$ cat src/inc/eid_pkg.sv
/*
  Package for the extended indexed decode block: opcode patterns, field
  positions, address limits and carrier structs.
  Assumes a 16-bit program word, 12-bit data addresses and 8-bit file fields.
*/
package eid_pkg;

  // ---------------------------------------------------------------------
  // Widths and encodings
  // ---------------------------------------------------------------------
  localparam int OPC_W = 16;
  localparam int ADDR_W = 12;
  localparam int PC_W = 21;
  localparam logic [9:0] SUBLIT_TOP = 10'h3a4;
  localparam logic [1:0] SEL_FRAME = 2'h3;
  localparam int SEL_HI = 7;
  localparam int SEL_LO = 6;
  localparam int LIT_HI = 5;
  localparam int ACC_BIT = 8;
  localparam int DEST_BIT = 9;
  localparam logic [7:0] OFS_LIMIT = 8'h5f;
  localparam logic [3:0] ACC_HI_BANK = 4'hf;
  localparam logic [11:0] FRAME_RST = 12'h000;
  localparam logic [1:0] Q_LAST = 2'h3;

  // ---------------------------------------------------------------------
  // Carriers
  // ---------------------------------------------------------------------
  typedef struct packed {
    logic [ADDR_W-1:0] addr;
    logic dest_file;
    logic indexed;
    logic valid;
  } eid_oper_s;

  typedef struct packed {
    logic [PC_W-1:0] pc;
    logic load;
  } eid_ret_s;

endpackage

$ cat src/hw/eid_addr_gen.sv
/*
  Address generator for byte and bit oriented operands.
  Assumes the caller supplies the frame pointer from the same clock domain.
*/
`timescale 1ns/1ns
module eid_addr_gen (
  input wire logic ext_en,
  input wire logic [eid_pkg::OPC_W-1:0] opcode,
  input wire logic [3:0] bank_select_reg,
  input wire logic [eid_pkg::ADDR_W-1:0] stack_frame_pointer,
  output logic [eid_pkg::ADDR_W-1:0] addr,
  output logic indexed
);

  logic [7:0] fld;
  logic acc;

  assign fld = opcode[7:0];
  assign acc = opcode[eid_pkg::ACC_BIT];

  always_comb begin
    indexed = ext_en && !acc && (fld <= eid_pkg::OFS_LIMIT);
    if (indexed) begin
      addr = stack_frame_pointer + {4'h0, fld};
    end else if (acc) begin
      addr = {bank_select_reg, fld};
    end else if (fld[7]) begin
      addr = {eid_pkg::ACC_HI_BANK, fld};
    end else begin
      addr = {4'h0, fld};
    end
  end

endmodule

$ cat src/hw/eid_decode.sv
/*
  Decoder for the frame subtract-and-return instruction and operand address
  generation for byte and bit oriented instructions.
  Assumes one opcode per instruction cycle, marked by q_phase wrapping to 0,
  and a core that pops the return stack when ret.load is seen.
*/
// How it works
// - Subtract 6-bit literal 0..63 from frame pointer and store.
// - Then return: program counter loads from return stack top.
// - One word, two cycles; second cycle is a full no-op.
// - Decoded as pointer-literal-subtract with select bits 11, no flags.
// - Extended enable unlocks extra opcodes and indexed offset mode.
// - Disabled: access bit 0 access bank, 1 bank select bank.
// - Enabled, access 0, field up to 5Fh is pointer offset.
// - Reinterpretation covers all byte and bit oriented instructions alike.
// - Zero pointer reproduces the original access bank addresses.
// - Indexed address is pointer plus offset, for source and destination.
// - Destination bit keeps choosing working register or file.
`timescale 1ns/1ns
module eid_decode (
  input wire logic clock,
  input wire logic srst,
  input wire logic ext_en_pin,
  input wire logic [1:0] q_phase,
  input wire logic [eid_pkg::OPC_W-1:0] opcode,
  input wire logic [3:0] bank_select_reg,
  input wire logic [eid_pkg::PC_W-1:0] return_stack_top,
  output logic [eid_pkg::ADDR_W-1:0] stack_frame_pointer,
  output eid_pkg::eid_oper_s oper,
  output eid_pkg::eid_ret_s ret,
  output logic nop_cycle,
  output logic flags_we
);

  // ---------------------------------------------------------------------
  // Enable sampling
  // ---------------------------------------------------------------------
  logic ext_meta_ff;
  logic ext_en_ff;

  always_ff @(posedge clock) begin
    if (srst) begin
      ext_meta_ff <= 1'b0;
      ext_en_ff <= 1'b0;
    end else begin
      ext_meta_ff <= ext_en_pin;
      ext_en_ff <= ext_meta_ff;
    end
  end

  // ---------------------------------------------------------------------
  // Decode
  // ---------------------------------------------------------------------
  function automatic logic is_sublit(input logic [eid_pkg::OPC_W-1:0] op);
    is_sublit = (op[15:6] & 10'h3fc) == eid_pkg::SUBLIT_TOP;
  endfunction

  function automatic logic has_access_bit(input logic [eid_pkg::OPC_W-1:0] op);
    // Byte ops 0000-0110 (minus 0000 00) and bit ops 1000-1011
    case (op[15:12])
      4'h0: has_access_bit = (op[11:10] != 2'h0);
      4'h1, 4'h2, 4'h3: has_access_bit = 1'b1;
      4'h4, 4'h5, 4'h6: has_access_bit = 1'b1;
      4'h8, 4'h9, 4'ha, 4'hb: has_access_bit = 1'b1;
      default: has_access_bit = 1'b0;
    endcase
  endfunction

  typedef enum {ST_EXEC, ST_NOP} eid_state_e;
  eid_state_e state_ff;
  eid_state_e nxt_state;
  logic start;
  logic cyc_end;
  logic sub_ret;
  logic [5:0] lit;

  assign cyc_end = (q_phase == eid_pkg::Q_LAST);
  assign sub_ret = ext_en_ff && is_sublit(opcode)
    && opcode[eid_pkg::SEL_HI:eid_pkg::SEL_LO] == eid_pkg::SEL_FRAME;
  assign start = (state_ff == ST_EXEC) && cyc_end && sub_ret;
  assign lit = opcode[eid_pkg::LIT_HI:0];

  always_comb begin
    case (state_ff)
      ST_EXEC: nxt_state = start ? ST_NOP : ST_EXEC;
      ST_NOP: nxt_state = cyc_end ? ST_EXEC : ST_NOP;
      default: nxt_state = ST_EXEC;
    endcase
  end

  always_ff @(posedge clock) begin
    if (srst) begin
      state_ff <= ST_EXEC;
    end else begin
      state_ff <= nxt_state;
    end
  end

  assign nop_cycle = (state_ff == ST_NOP);
  assign flags_we = 1'b0;

  // ---------------------------------------------------------------------
  // Frame pointer
  // ---------------------------------------------------------------------
  logic [eid_pkg::ADDR_W-1:0] frame_ptr_ff;
  logic [eid_pkg::ADDR_W-1:0] nxt_frame_ptr;

  // pointer minus literal
  // Literal zero extended; difference wraps in 12 bits
  assign nxt_frame_ptr = frame_ptr_ff - {6'h00, lit};

  // Only the taken edge moves it; the no-op cycle leaves it alone
  always_ff @(posedge clock) begin
    if (srst) begin
      frame_ptr_ff <= eid_pkg::FRAME_RST;
    end else if (start) begin
      frame_ptr_ff <= nxt_frame_ptr;
    end
  end

  assign stack_frame_pointer = frame_ptr_ff;

  // ---------------------------------------------------------------------
  // Return request
  // ---------------------------------------------------------------------
  logic ret_load_ff;
  logic [eid_pkg::PC_W-1:0] ret_pc_ff;

  // return after update
  // One-cycle pulse; the core pops its return stack on it
  always_ff @(posedge clock) begin
    if (srst) begin
      ret_load_ff <= 1'b0;
    end else begin
      ret_load_ff <= start;
    end
  end

  // Target holds after the pulse so a slow fetch can still use it
  always_ff @(posedge clock) begin
    if (srst) begin
      ret_pc_ff <= '0;
    end else if (start) begin
      ret_pc_ff <= return_stack_top;
    end
  end

  assign ret = '{pc: ret_pc_ff, load: ret_load_ff};

  // ---------------------------------------------------------------------
  // Operand address
  // ---------------------------------------------------------------------
  logic [eid_pkg::ADDR_W-1:0] gen_addr;
  logic gen_idx;
  logic acc_op;
  logic oper_valid_ff;
  logic [eid_pkg::ADDR_W-1:0] oper_addr_ff;
  logic oper_idx_ff;
  logic oper_dest_ff;

  assign acc_op = has_access_bit(opcode);

  eid_addr_gen u_addr (
    .ext_en(ext_en_ff),
    .opcode(opcode),
    .bank_select_reg(bank_select_reg),
    .stack_frame_pointer(stack_frame_pointer),
    .addr(gen_addr),
    .indexed(gen_idx)
  );

  // same rule for all such ops
  always_ff @(posedge clock) begin
    if (srst) begin
      oper_valid_ff <= 1'b0;
    end else begin
      oper_valid_ff <= (state_ff == ST_EXEC) && acc_op;
    end
  end

  // Address runs every cycle; the core ignores it while valid is low
  always_ff @(posedge clock) begin
    if (srst) begin
      oper_addr_ff <= '0;
    end else begin
      oper_addr_ff <= gen_addr;
    end
  end

  // Indexed only means something for ops that carry the access bit
  always_ff @(posedge clock) begin
    if (srst) begin
      oper_idx_ff <= 1'b0;
    end else begin
      oper_idx_ff <= gen_idx && acc_op;
    end
  end

  always_ff @(posedge clock) begin
    if (srst) begin
      oper_dest_ff <= 1'b0;
    end else begin
      oper_dest_ff <= opcode[eid_pkg::DEST_BIT];
    end
  end

  assign oper = '{
    addr: oper_addr_ff,
    dest_file: oper_dest_ff,
    indexed: oper_idx_ff,
    valid: oper_valid_ff
  };

endmodule

$ cat config.mk
export PLATFORM = sky130hd
export DESIGN_NAME = eid_decode
export DESIGN_NICKNAME = d
export VERILOG_FILES = /design/src/inc/eid_pkg.sv /design/src/hw/eid_addr_gen.sv /design/src/hw/eid_decode.sv
export SDC_FILE = /design/constraint.sdc
export NUM_CORES = 1
export LEC_CHECK = 0
export BUFFER_PORTS_ARGS = -buffer_cell sky130_fd_sc_hd__buf_4
export CORE_MARGIN = 4
export CORE_UTILIZATION = 48
export CTS_BUF_LIST = sky130_fd_sc_hd__clkbuf_4
export DETAILED_ROUTE_END_ITERATION = 6
export PLACE_DENSITY = 0.77
export SETUP_SLACK_MARGIN = 0.2
export SLEW_MARGIN = 0
export SYNTH_ARGS = -nofsm -noshare
export SYNTH_HDL_FRONTEND = slang
export SYNTH_HIERARCHICAL = 1
export SYNTH_SLANG_ARGS = --single-unit
$ cat constraint.sdc
create_clock -name clock -period 5 [get_ports clock]
set_clock_uncertainty 0.05 [all_clocks]
set_input_delay 1.5 -clock clock [delete_from_list [all_inputs] [get_ports clock]]
set_output_delay 1.5 -clock clock [all_outputs]
set_load 0.01 [all_outputs]
==> key figures, run 1 <==
Timing
  – Final Cycle Share: 0.633
  – Post-Route Setup TNS: 0 ps
  – Max-slew headroom: 0.639
  – Fmax: 316 MHz
  – Minimum clock period: 3160 ps
  – Final Hold Fails: 0
  – RSZ-0062 raised after global routing: false
  – Setup violators final: 0
  – Max-slew violation count: 0
  – Worst-margin pin slew: 542 ps

Synthesis
  – Synth top area share: 0.381
  – Async SR Flop Fraction: 0
  – Mapped Cells: 303
  – Post-synth top cells: dfxtp_1 (52), nor2_1 (43), mux2i_1 (23)
  – Synth area leader: dfxtp_1
  – Post-synth EDFFs: 0
  – YS warnings: 6
  – Sequential area share after synthesis: 0.381
  – Yosys reg bits: 52
  – Top_reg_cell synth: dfxtp_1
  – Most frequent cell after synthesis: dfxtp_1
  – Cell variety after synth: 46
  – Top cells by area, synth: dfxtp_1 (38%), mux2i_1 (8.4%), ha_1 (6.4%), nor2_1 (5.9%), nor2b_1 (4.4%)
  – Synthesized net count: 365
  – Mean area per synthesized cell: 9.01 um2
  – Post-synthesis instance area: 0.00273 mm2

Min path
  – Hold Startpoint: ext_meta_ff
  – Min-delay worst type: reg2reg
  – Hold path depth: 1
  – Hold EP: ext_en_ff

Power
  – Register share of total power: 0.596
  – VDD IR-drop max: 0.122 mV
  – Logic pwr share: 0.128
  – Power Dens Cells: 204 mW/mm2
  – Leak Pwr: 1.55 nW
  – Cell internal pwr: 527 uW
  – Clock share of power: 0.276
  – Switch share: 0.258
  – Psw: 184 uW

Clocking
  – Cts hold-fix bufs: 0
  – H-Tree Depth: 2
  – Clock-pin slew on the worst setup and hold paths: 150 ps
  – Setup bufs post-CTS: 0
  – Total CTS buffers: 5
  – TritonCTS clock tree: yes
  – Post-CTS resize count: 0
  – Clock Sinks: 52
  – Root Buffer: clkbuf_4
  – CTS max path bufs: 2
  – Skew-Pair Late Insertion Delay: 370 ps

Cells and area
  – Final Util: 0.633
  – Diodes inserted: 0
  – Area growth, synth to finish: 27.7%
  – Layout cell share with drive strength beyond 1: 0.292
  – Post-layout nets: 452
  – Finished Layout Cells: 463
  – Fillcell total: 486

Critical path
  – Critical Path Start Type: input port
  – Slowest CP cell: fa_1
  – CP Max Fanout: 3
  – FF-to-FF path depth: 9
  – Worst reg2reg endpoint: oper_addr_ff[10]
  – Worst Setup Path Type: in2reg
  – RR Startpoint: stack_frame_pointer[0]
  – Critical Path AT: 3380 ps
  – Critical Path RT: 5210 ps
  – Setup crit end kind: flop
  – Worst-path cell chain: buf_4 > ha_1 > inv_1 > fa_1 > nor2b_4 > o31a_1 > o21ai_2 > and3_1 > or3_1 > nor2b_1
  – Slowest cell delay on critical path: 440 ps
  – R2r setup slk: 2620 ps

Floorplanning
  – I/O pin count: 97
  – Core area: 0.00551 mm2
  – FP Rows: 27
  – Die width: 83.4 um
  – Die ar.: 0.00696 mm2
  – Initial Utilization: 0.496
  – Die Ht: 83.4 um

GRT
  – Global-route wire length before repair: 10400 um
  – Global route overflow: 0
  – Largest net degree at the start of global routing: 53
  – Vias in the first global route: 2293
  – GRT Total Usage: 0.178
  – Initial antenna violation count: 0

Placement
  – # port buffers: 95
  – Final HPWL from detailed placement: 4680 um
  – Placed insts: 455
  – RD Place Congestion: 0.873

Detailed routing
  – Via density: 5.15
  – Detail Route Antenna Nets: 0
  – DR pass1 iterations: 4
  – Vias: 2383
  – Drt wl/cell: 13.4 um
  – # DRC: 0
  – Initial DRC count: 163
  – Routed wire length: 6220 um

Status
  – Status: finished, final reports clean

Run
  – Max-cap check violation count: 0
## power groups by stage
stage / registers [mW] / clock network, mW / logic (mW)
3_5_place_dp: 0.433 / 0 / 0.0912
5_1_grt: 0.425 / 0.221 / 0.101
3_3_place_gp: 0.433 / 0 / 0.0899
2_1_floorplan: 0.436 / 0 / 0.0417
4_1_cts: 0.424 / 0.204 / 0.0916
6_report: 0.424 / 0.196 / 0.0908
## critical path, delay by kind of cell
kind | cells | cell delay (ps)
adder cells (fa/ha/maj) | 2 | 620
AO/OA/AOI/OAI | 2 | 300
buffers and inverters | 2 | 170
AND/OR/NAND/NOR | 4 | 800
## registers in the layout, indices dropped and copies added (netlist names)
signal and count:
oper_valid_ff 1, state_ff 1, stack_frame_pointer 12, ret_load_ff 1, ret_pc_ff 21, oper_addr_ff 12, oper_idx_ff 1, ext_en_ff 1
oper_dest_ff 1, ext_meta_ff 1
## per-stage QoR
step / total power, mW / worst slack [ps] / instance area (um2) / hold slack (ps)
2_1_floorplan: 0.477 / 1700 / 2730 / 364
3_3_place_gp: 0.523 / 1480 / 3430 / 369
3_5_place_dp: 0.524 / 1410 / 3430 / 401
4_1_cts: 0.720 / 1830 / 3490 / 421
5_1_grt: 0.747 / 1750 / 3490 / 433
6_report: 0.711 / 1840 / 3490 / 416
## worst max path at each step
stage	startpoint	end	slack, ps	cells after the start
final	opcode[0]	oper_addr_ff[10]	1840	10
after global routing	opcode[0]	oper_addr_ff[10]	1750	10
after CTS	opcode[9]	stack_frame_pointer[9]	1830	6
after detailed placement	opcode[9]	stack_frame_pointer[9]	1410	6
after global placement	opcode[9]	stack_frame_pointer[9]	1480	6
after floorplan	opcode[0]	oper_addr_ff[10]	1700	9
## logic make-up after synthesis
family | Yosys count | synth area share
AO/OA/AOI/OAI | 55 | 0.135
multiplexers | 24 | 0.0885
other | 1 | 0.00137
adder cells (fa/ha/maj) | 16 | 0.0788
flip-flops | 52 | 0.381
buffers and inverters | 31 | 0.0619
AND/OR/NAND/NOR | 110 | 0.208
XOR/XNOR | 14 | 0.0449
## cell type report
cell class / count / area [um2] / area share
clock buffer: 5 / 37.5 / 0.0108
multi-input combinational: 220 / 1520 / 0.436
clock inverter: 3 / 21.3 / 0.00610
inverter: 15 / 56.3 / 0.0161
sequential: 52 / 1040 / 0.299
timing repair buffer: 96 / 721 / 0.207
tap: 72 / 90.1 / 0.0258
## layer usage
metal,part of all wire,track usage
met5,0,0
met4,0.013,0.0541
met3,0.066,0.0506
met2,0.49,0.310
met1,0.43,0.211
## cells in the final DEF, fill, tap and decap left out, drive strengths merged, types with 2 or more instances in the layout
cell type	count
o22ai	2
xor2	9
a211oi	5
inv	16
dfxtp	52
o211ai	4
xnor2	5
buf	96
nor2	43
o31ai	2
a21oi	12
o21a	3
nor2b	20
nor3	4
a21o	5
mux2i	23
nand4	4
nor4	2
ha	14
o2111ai	3
or4	3
or3	2
nand3	5
fa	2
o21ai	16
nand2b	8
nand2	16
clkbuf	5
(Power assumes the default switching activity.)
==> run 2: changes to the inputs <==
Clock period 5 ns to 3 ns, I/O delays scaled along.
==> run 2 against run 1 <==
  * First-iteration DRC count is 53% lower
  * Wire length hardly changed
  * Clock power is 71% higher
  * Critical endpoint unchanged
  * Non-clock buffer count is 4 higher
  * Sequential cell count stayed put
  * Combinational power is 67% higher
  * Hold slack worse by 3.4 ps
  * Global-route usage is 0.23 points higher
  * Largest cell class unchanged
  * Final area is 1.0% higher
  * Setup slack worse by 1400 ps
  * Cell count is 0.86% higher
==> key figures, run 2 (synthesis gave the netlist of run 1 again) <==
Detailed routing
  – Initial DRC count: 76
  – Met3 wire length: 366 um
  – Drt wl/cell: 13.3 um
  – DR WL met2: 3090 um
  – Routed wire length: 6230 um
  – Highest routed layer: met4
  – Detail Route Antenna Nets: 0
  – DR pass1 iterations: 4
  – Via density: 5.12
  – Wl on met1: 2720 um
  – # DRC: 0
  – Vias: 2393

Cells and area
  – Max reg flops: 21
  – Finished Layout Cells: 467
  – Most frequent cells in the layout: buf_4 (100), dfxtp_1 (52), nor2_1 (43)
  – Diodes inserted: 0
  – Post-layout nets: 456
  – Largest Register: ret_pc_ff
  – Layout cell share with drive strength beyond 1: 0.299
  – Leading cell type in the layout, fill and taps excluded: buf_4
  – Area growth, synth to finish: 29.1%

Clocking
  – Cts hold-fix bufs: 0
  – Total CTS buffers: 5
  – CTS max path bufs: 2
  – Setup bufs post-CTS: 0
  – Skew-Pair Late Insertion Delay: 370 ps
  – H-Tree Depth: 2
  – Post-CTS resize count: 0
  – Root Buffer: clkbuf_4
  – TritonCTS clock tree: yes
  – Clock-pin slew on the worst setup and hold paths: 150 ps
  – Clock Sinks: 52

Critical path
  – RR Startpoint: stack_frame_pointer[0]
  – Setup crit end kind: flop
  – Critical Path Start Type: input port
  – Worst Setup Path Type: in2reg
  – FF-to-FF path depth: 9
  – Critical Path RT: 3210 ps
  – Critical Path AT: 2740 ps
  – Worst reg2reg endpoint: oper_addr_ff[10]
  – Worst setup path start: opcode[0]
  – R2r setup slk: 650 ps
  – CP Capture Point: oper_addr_ff[10]
  – CP Max Fanout: 3

Floorplanning
  – FP Rows: 27
  – Die Ht: 83.4 um
  – Initial Utilization: 0.496
  – Die ar.: 0.00696 mm2
  – Die width: 83.4 um
  – I/O pin count: 97
  – Core area: 0.00551 mm2

GRT
  – Vias in the first global route: 2378
  – Initial antenna violation count: 0
  – Global-route wire length before repair: 10700 um
  – Largest net degree at the start of global routing: 53
  – GRT Total Usage: 0.180
  – Global route overflow: 0

Placement
  – Worst slack at placement: 71.1 ps
  – Final HPWL from detailed placement: 4810 um
  – Placed insts: 459
  – RD Place Congestion: 0.804
  – # port buffers: 95

Min path
  – Hold path depth: 1
  – Min-delay worst type: reg2reg

Power
  – Leak Pwr: 1.57 nW
  – Power Dens Cells: 339 mW/mm2
  – VDD IR-drop max: 0.171 mV

Status
  – Status: finished, final reports clean

Timing
  – Worst-margin pin slew: 536 ps
  – Post-Route Setup TNS: 0 ps
  – Setup violators final: 0
  – Fmax: 394 MHz
  – Final Hold Fails: 0
  – Minimum clock period: 2540 ps
  – Hold slack: 412 ps
  – Max-slew headroom: 0.643
  – Worst setup margin: 465 ps
  – RSZ-0062 raised after global routing: false
  – Final Cycle Share: 0.845
  – Max-slew violation count: 0

Run
  – Max-cap check violation count: 0
run 2: changes by cell type in the layout (fill, tap and decap cells not counted), sizes merged:
cell | previous run | this run
buf | 96 | 100
run 2: power by group:
group | internal [mW] | leakage, nW | total [mW] | switching, mW
clock | 0.0990 | 0.0333 | 0.336 | 0.237
sequential | 0.703 | 0.423 | 0.707 | 0.00337
combinational | 0.0826 | 1.11 | 0.152 | 0.0692
total | 0.885 | 1.57 | 1.19 | 0.309
run 2: worst min-delay path by stage:
| stage | start | to | slack [ps] |
|---|---|---|---|
| CTS | ext_meta_ff | ext_en_ff | 410 |
| global route | ext_meta_ff | ext_en_ff | 430 |
| finish | ext_meta_ff | ext_en_ff | 410 |
| detailed placement | ext_meta_ff | ext_en_ff | 390 |
| floorplan | ext_meta_ff | ext_en_ff | 360 |
| global placement | ext_meta_ff | ext_en_ff | 370 |
run 2: layout make-up:
type	count	area (um2)
Clock buffer	5	37.5
Clock inverter	3	27.5
Fill cell	507	1980
Inverter	15	56.3
Multi-Input combinational cell	220	1520
Sequential cell	52	1040
Tap cell	72	90.1
Timing Repair Buffer	100	751
run 2: critical path, cell delays in order:
cell and delay, ps:
buf_4 90, ha_1 170, inv_1 60, fa_1 430
nor2b_4 140, o31a_1 200, o21ai_2 100, and3_1 180
or3_1 320, nor2b_1 130
run 2: per-layer routing:
metal / up-vias / GRT usage
li1: 1218 / -
met1: 1108 / 0.215
met2: 61 / 0.323
met3: 6 / 0.0486
met4: 0 / 0.0395
met5: - / 0
run 2: through the flow:
stage	area, um2	utilization	power [mW]
after global placement	3460	0.628	0.871
final	3520	0.640	1.19
after detailed placement	3460	0.628	0.875
after CTS	3520	0.640	1.22
after global routing	3520	0.640	1.25
after floorplan	2730	-	0.796
==> run 3: changes to the inputs <==
Clock period 3 ns to 2.44 ns, I/O delays scaled along.
==> run 3 against run 2 <==
  * Clock power up 19%
  * Critical path depth unchanged
  * Hold slack worse by 0.91 ps
  * Largest power group unchanged
  * Critical path type unchanged
  * Register-to-register slack worse by 330 ps
  * Total power up 23%
  * Critical endpoint unchanged
  * Sequential share of layout area down 1.2 points
  * Setup slack worse by 200 ps
  * Cell count up 4.1%
  * Sequential power up 23%
==> key figures, run 3 (synthesis gave the netlist of run 1 again) <==
Detailed routing
  – Drt wl/cell: 13.2 um
  – Routed wire length: 6440 um
  – DR pass1 iterations: 6
  – Via density: 5.04
  – Initial DRC count: 78
  – # DRC: 0
  – Vias: 2449
  – Detail Route Antenna Nets: 0

Placement
  – # port buffers: 95
  – Placed inst area: 0.00362 mm2
  – RD Place Congestion: 0.840
  – Final HPWL from detailed placement: 5020 um

Timing
  – Fmax: 459 MHz
  – Final Cycle Share: 0.893
  – RSZ-0062 raised after global routing: false
  – Minimum clock period: 2180 ps
  – Final Hold Fails: 0
  – Max-slew violation count: 0
  – Setup violators final: 0

Clocking
  – Skew-Pair Late Insertion Delay: 380 ps
  – Root Buffer: clkbuf_4
  – H-Tree Depth: 2
  – Clock-pin slew on the worst setup and hold paths: 150 ps
  – TritonCTS clock tree: yes
  – Total CTS buffers: 5
  – Clock Sinks: 52
  – CTS max path bufs: 2

GRT
  – Initial antenna violation count: 0
  – GRT busiest layer: met2
  – Met3 GRT Util: 0.0506
  – Global route overflow: 0
  – Met1 GRT Util: 0.222
  – Vias in the first global route: 2383
  – Global-route wire length before repair: 10800 um
  – GRT Total Usage: 0.186
  – Largest net degree at the start of global routing: 36
  – GRT met2 Usage: 0.324

Floorplanning
  – Die ar.: 0.00696 mm2
  – Die width: 83.4 um
  – Die Ht: 83.4 um
  – I/O pin count: 97
  – Core area: 0.00551 mm2
  – FP Rows: 27
  – Initial Utilization: 0.496

Critical path
  – CP Max Fanout: 3
  – Critical Path Start Type: input port
  – Critical Path AT: 2400 ps
  – Critical Path RT: 2660 ps
  – Worst Setup Path Type: in2reg
  – Setup crit end kind: flop

Cells and area
  – Max reg flops: 21
  – Post-layout nets: 475
  – Diodes inserted: 0
  – Leading cell type in the layout, fill and taps excluded: buf_4
  – Post-route cell area: 0.00368 mm2
  – Area growth, synth to finish: 34.7%
  – Largest Register: ret_pc_ff
  – Layout cell share with drive strength beyond 1: 0.343
  – Most frequent cells in the layout: buf_4 (119), dfxtp_1 (51), nor2_1 (43)

Power
  – VDD IR-drop max: 0.270 mV
  – Leak Pwr: 1.66 nW
  – Power Dens Cells: 400 mW/mm2
  – Total power draw: 1.47 mW

Status
  – Status: finished, final reports clean

Run
  – Max-cap check violation count: 0

Min path
  – Min-delay worst type: reg2reg
-- run 3: power breakdown --
group          internal [mW]  switching, mW  leakage [nW]
sequential             0.865        0.00417         0.423
combinational          0.116         0.0883          1.20
clock                  0.115          0.284        0.0316
-- run 3: worst paths after layout --
check	slack (ps)	endpoint	startpoint	depth (start not counted)
worst max-delay path	260	oper_addr_ff[10]	opcode[0]	10
worst min-delay path	410	ext_en_ff	ext_meta_ff	1
worst max register to register	320	oper_addr_ff[10]	stack_frame_pointer[1]	8
worst min register to register	410	ext_en_ff	ext_meta_ff	1
-- run 3: layer usage --
layer / up-vias / wire [um]
met5: - / 0
met4: 0 / 95
met3: 8 / 323
met2: 61 / 3130
met1: 1123 / 2890
li1: 1257 / -
-- run 3: layout make-up --
| class | count | area, um2 |
|---|---|---|
| Clock buffer | 5 | 37.5 |
| Fill cell | 481 | 1830 |
| Tap cell | 72 | 90.1 |
| Sequential cell | 52 | 1040 |
| Clock inverter | 3 | 21.3 |
| Timing Repair Buffer | 119 | 893 |
| Multi-Input combinational cell | 220 | 1540 |
| Inverter | 15 | 56.3 |
-- run 3: critical path, cell delays in order --
cell and delay, ps:
buf_4 100, ha_4 130, inv_2 40, fa_2 380, nor2b_4 120, o31a_1 220, o21ai_2 90, and3_1 160
or3_1 290, nor2b_1 130
-- run 3: stage by stage --
step / hold WS [ps] / setup TNS, ps / utilization / cells / setup slack (ps)
4_1_cts: 413 / 0 / 0.667 / 486 / 263
5_1_grt: 424 / 0 / 0.668 / 486 / 202
3_3_place_gp: 370 / -847 / 0.657 / 478 / -86.4
3_5_place_dp: 382 / -1700 / 0.657 / 478 / -156
6_report: 411 / 0 / 0.668 / 486 / 262
2_1_floorplan: 364 / 0 / - / 303 / 67.6
-- run 3: repair_timing --
action                     CTS  global route
setup endpoints to repair    0             2
buffers inserted             0             0
hold buffers                 0             0
resized for setup            0             2
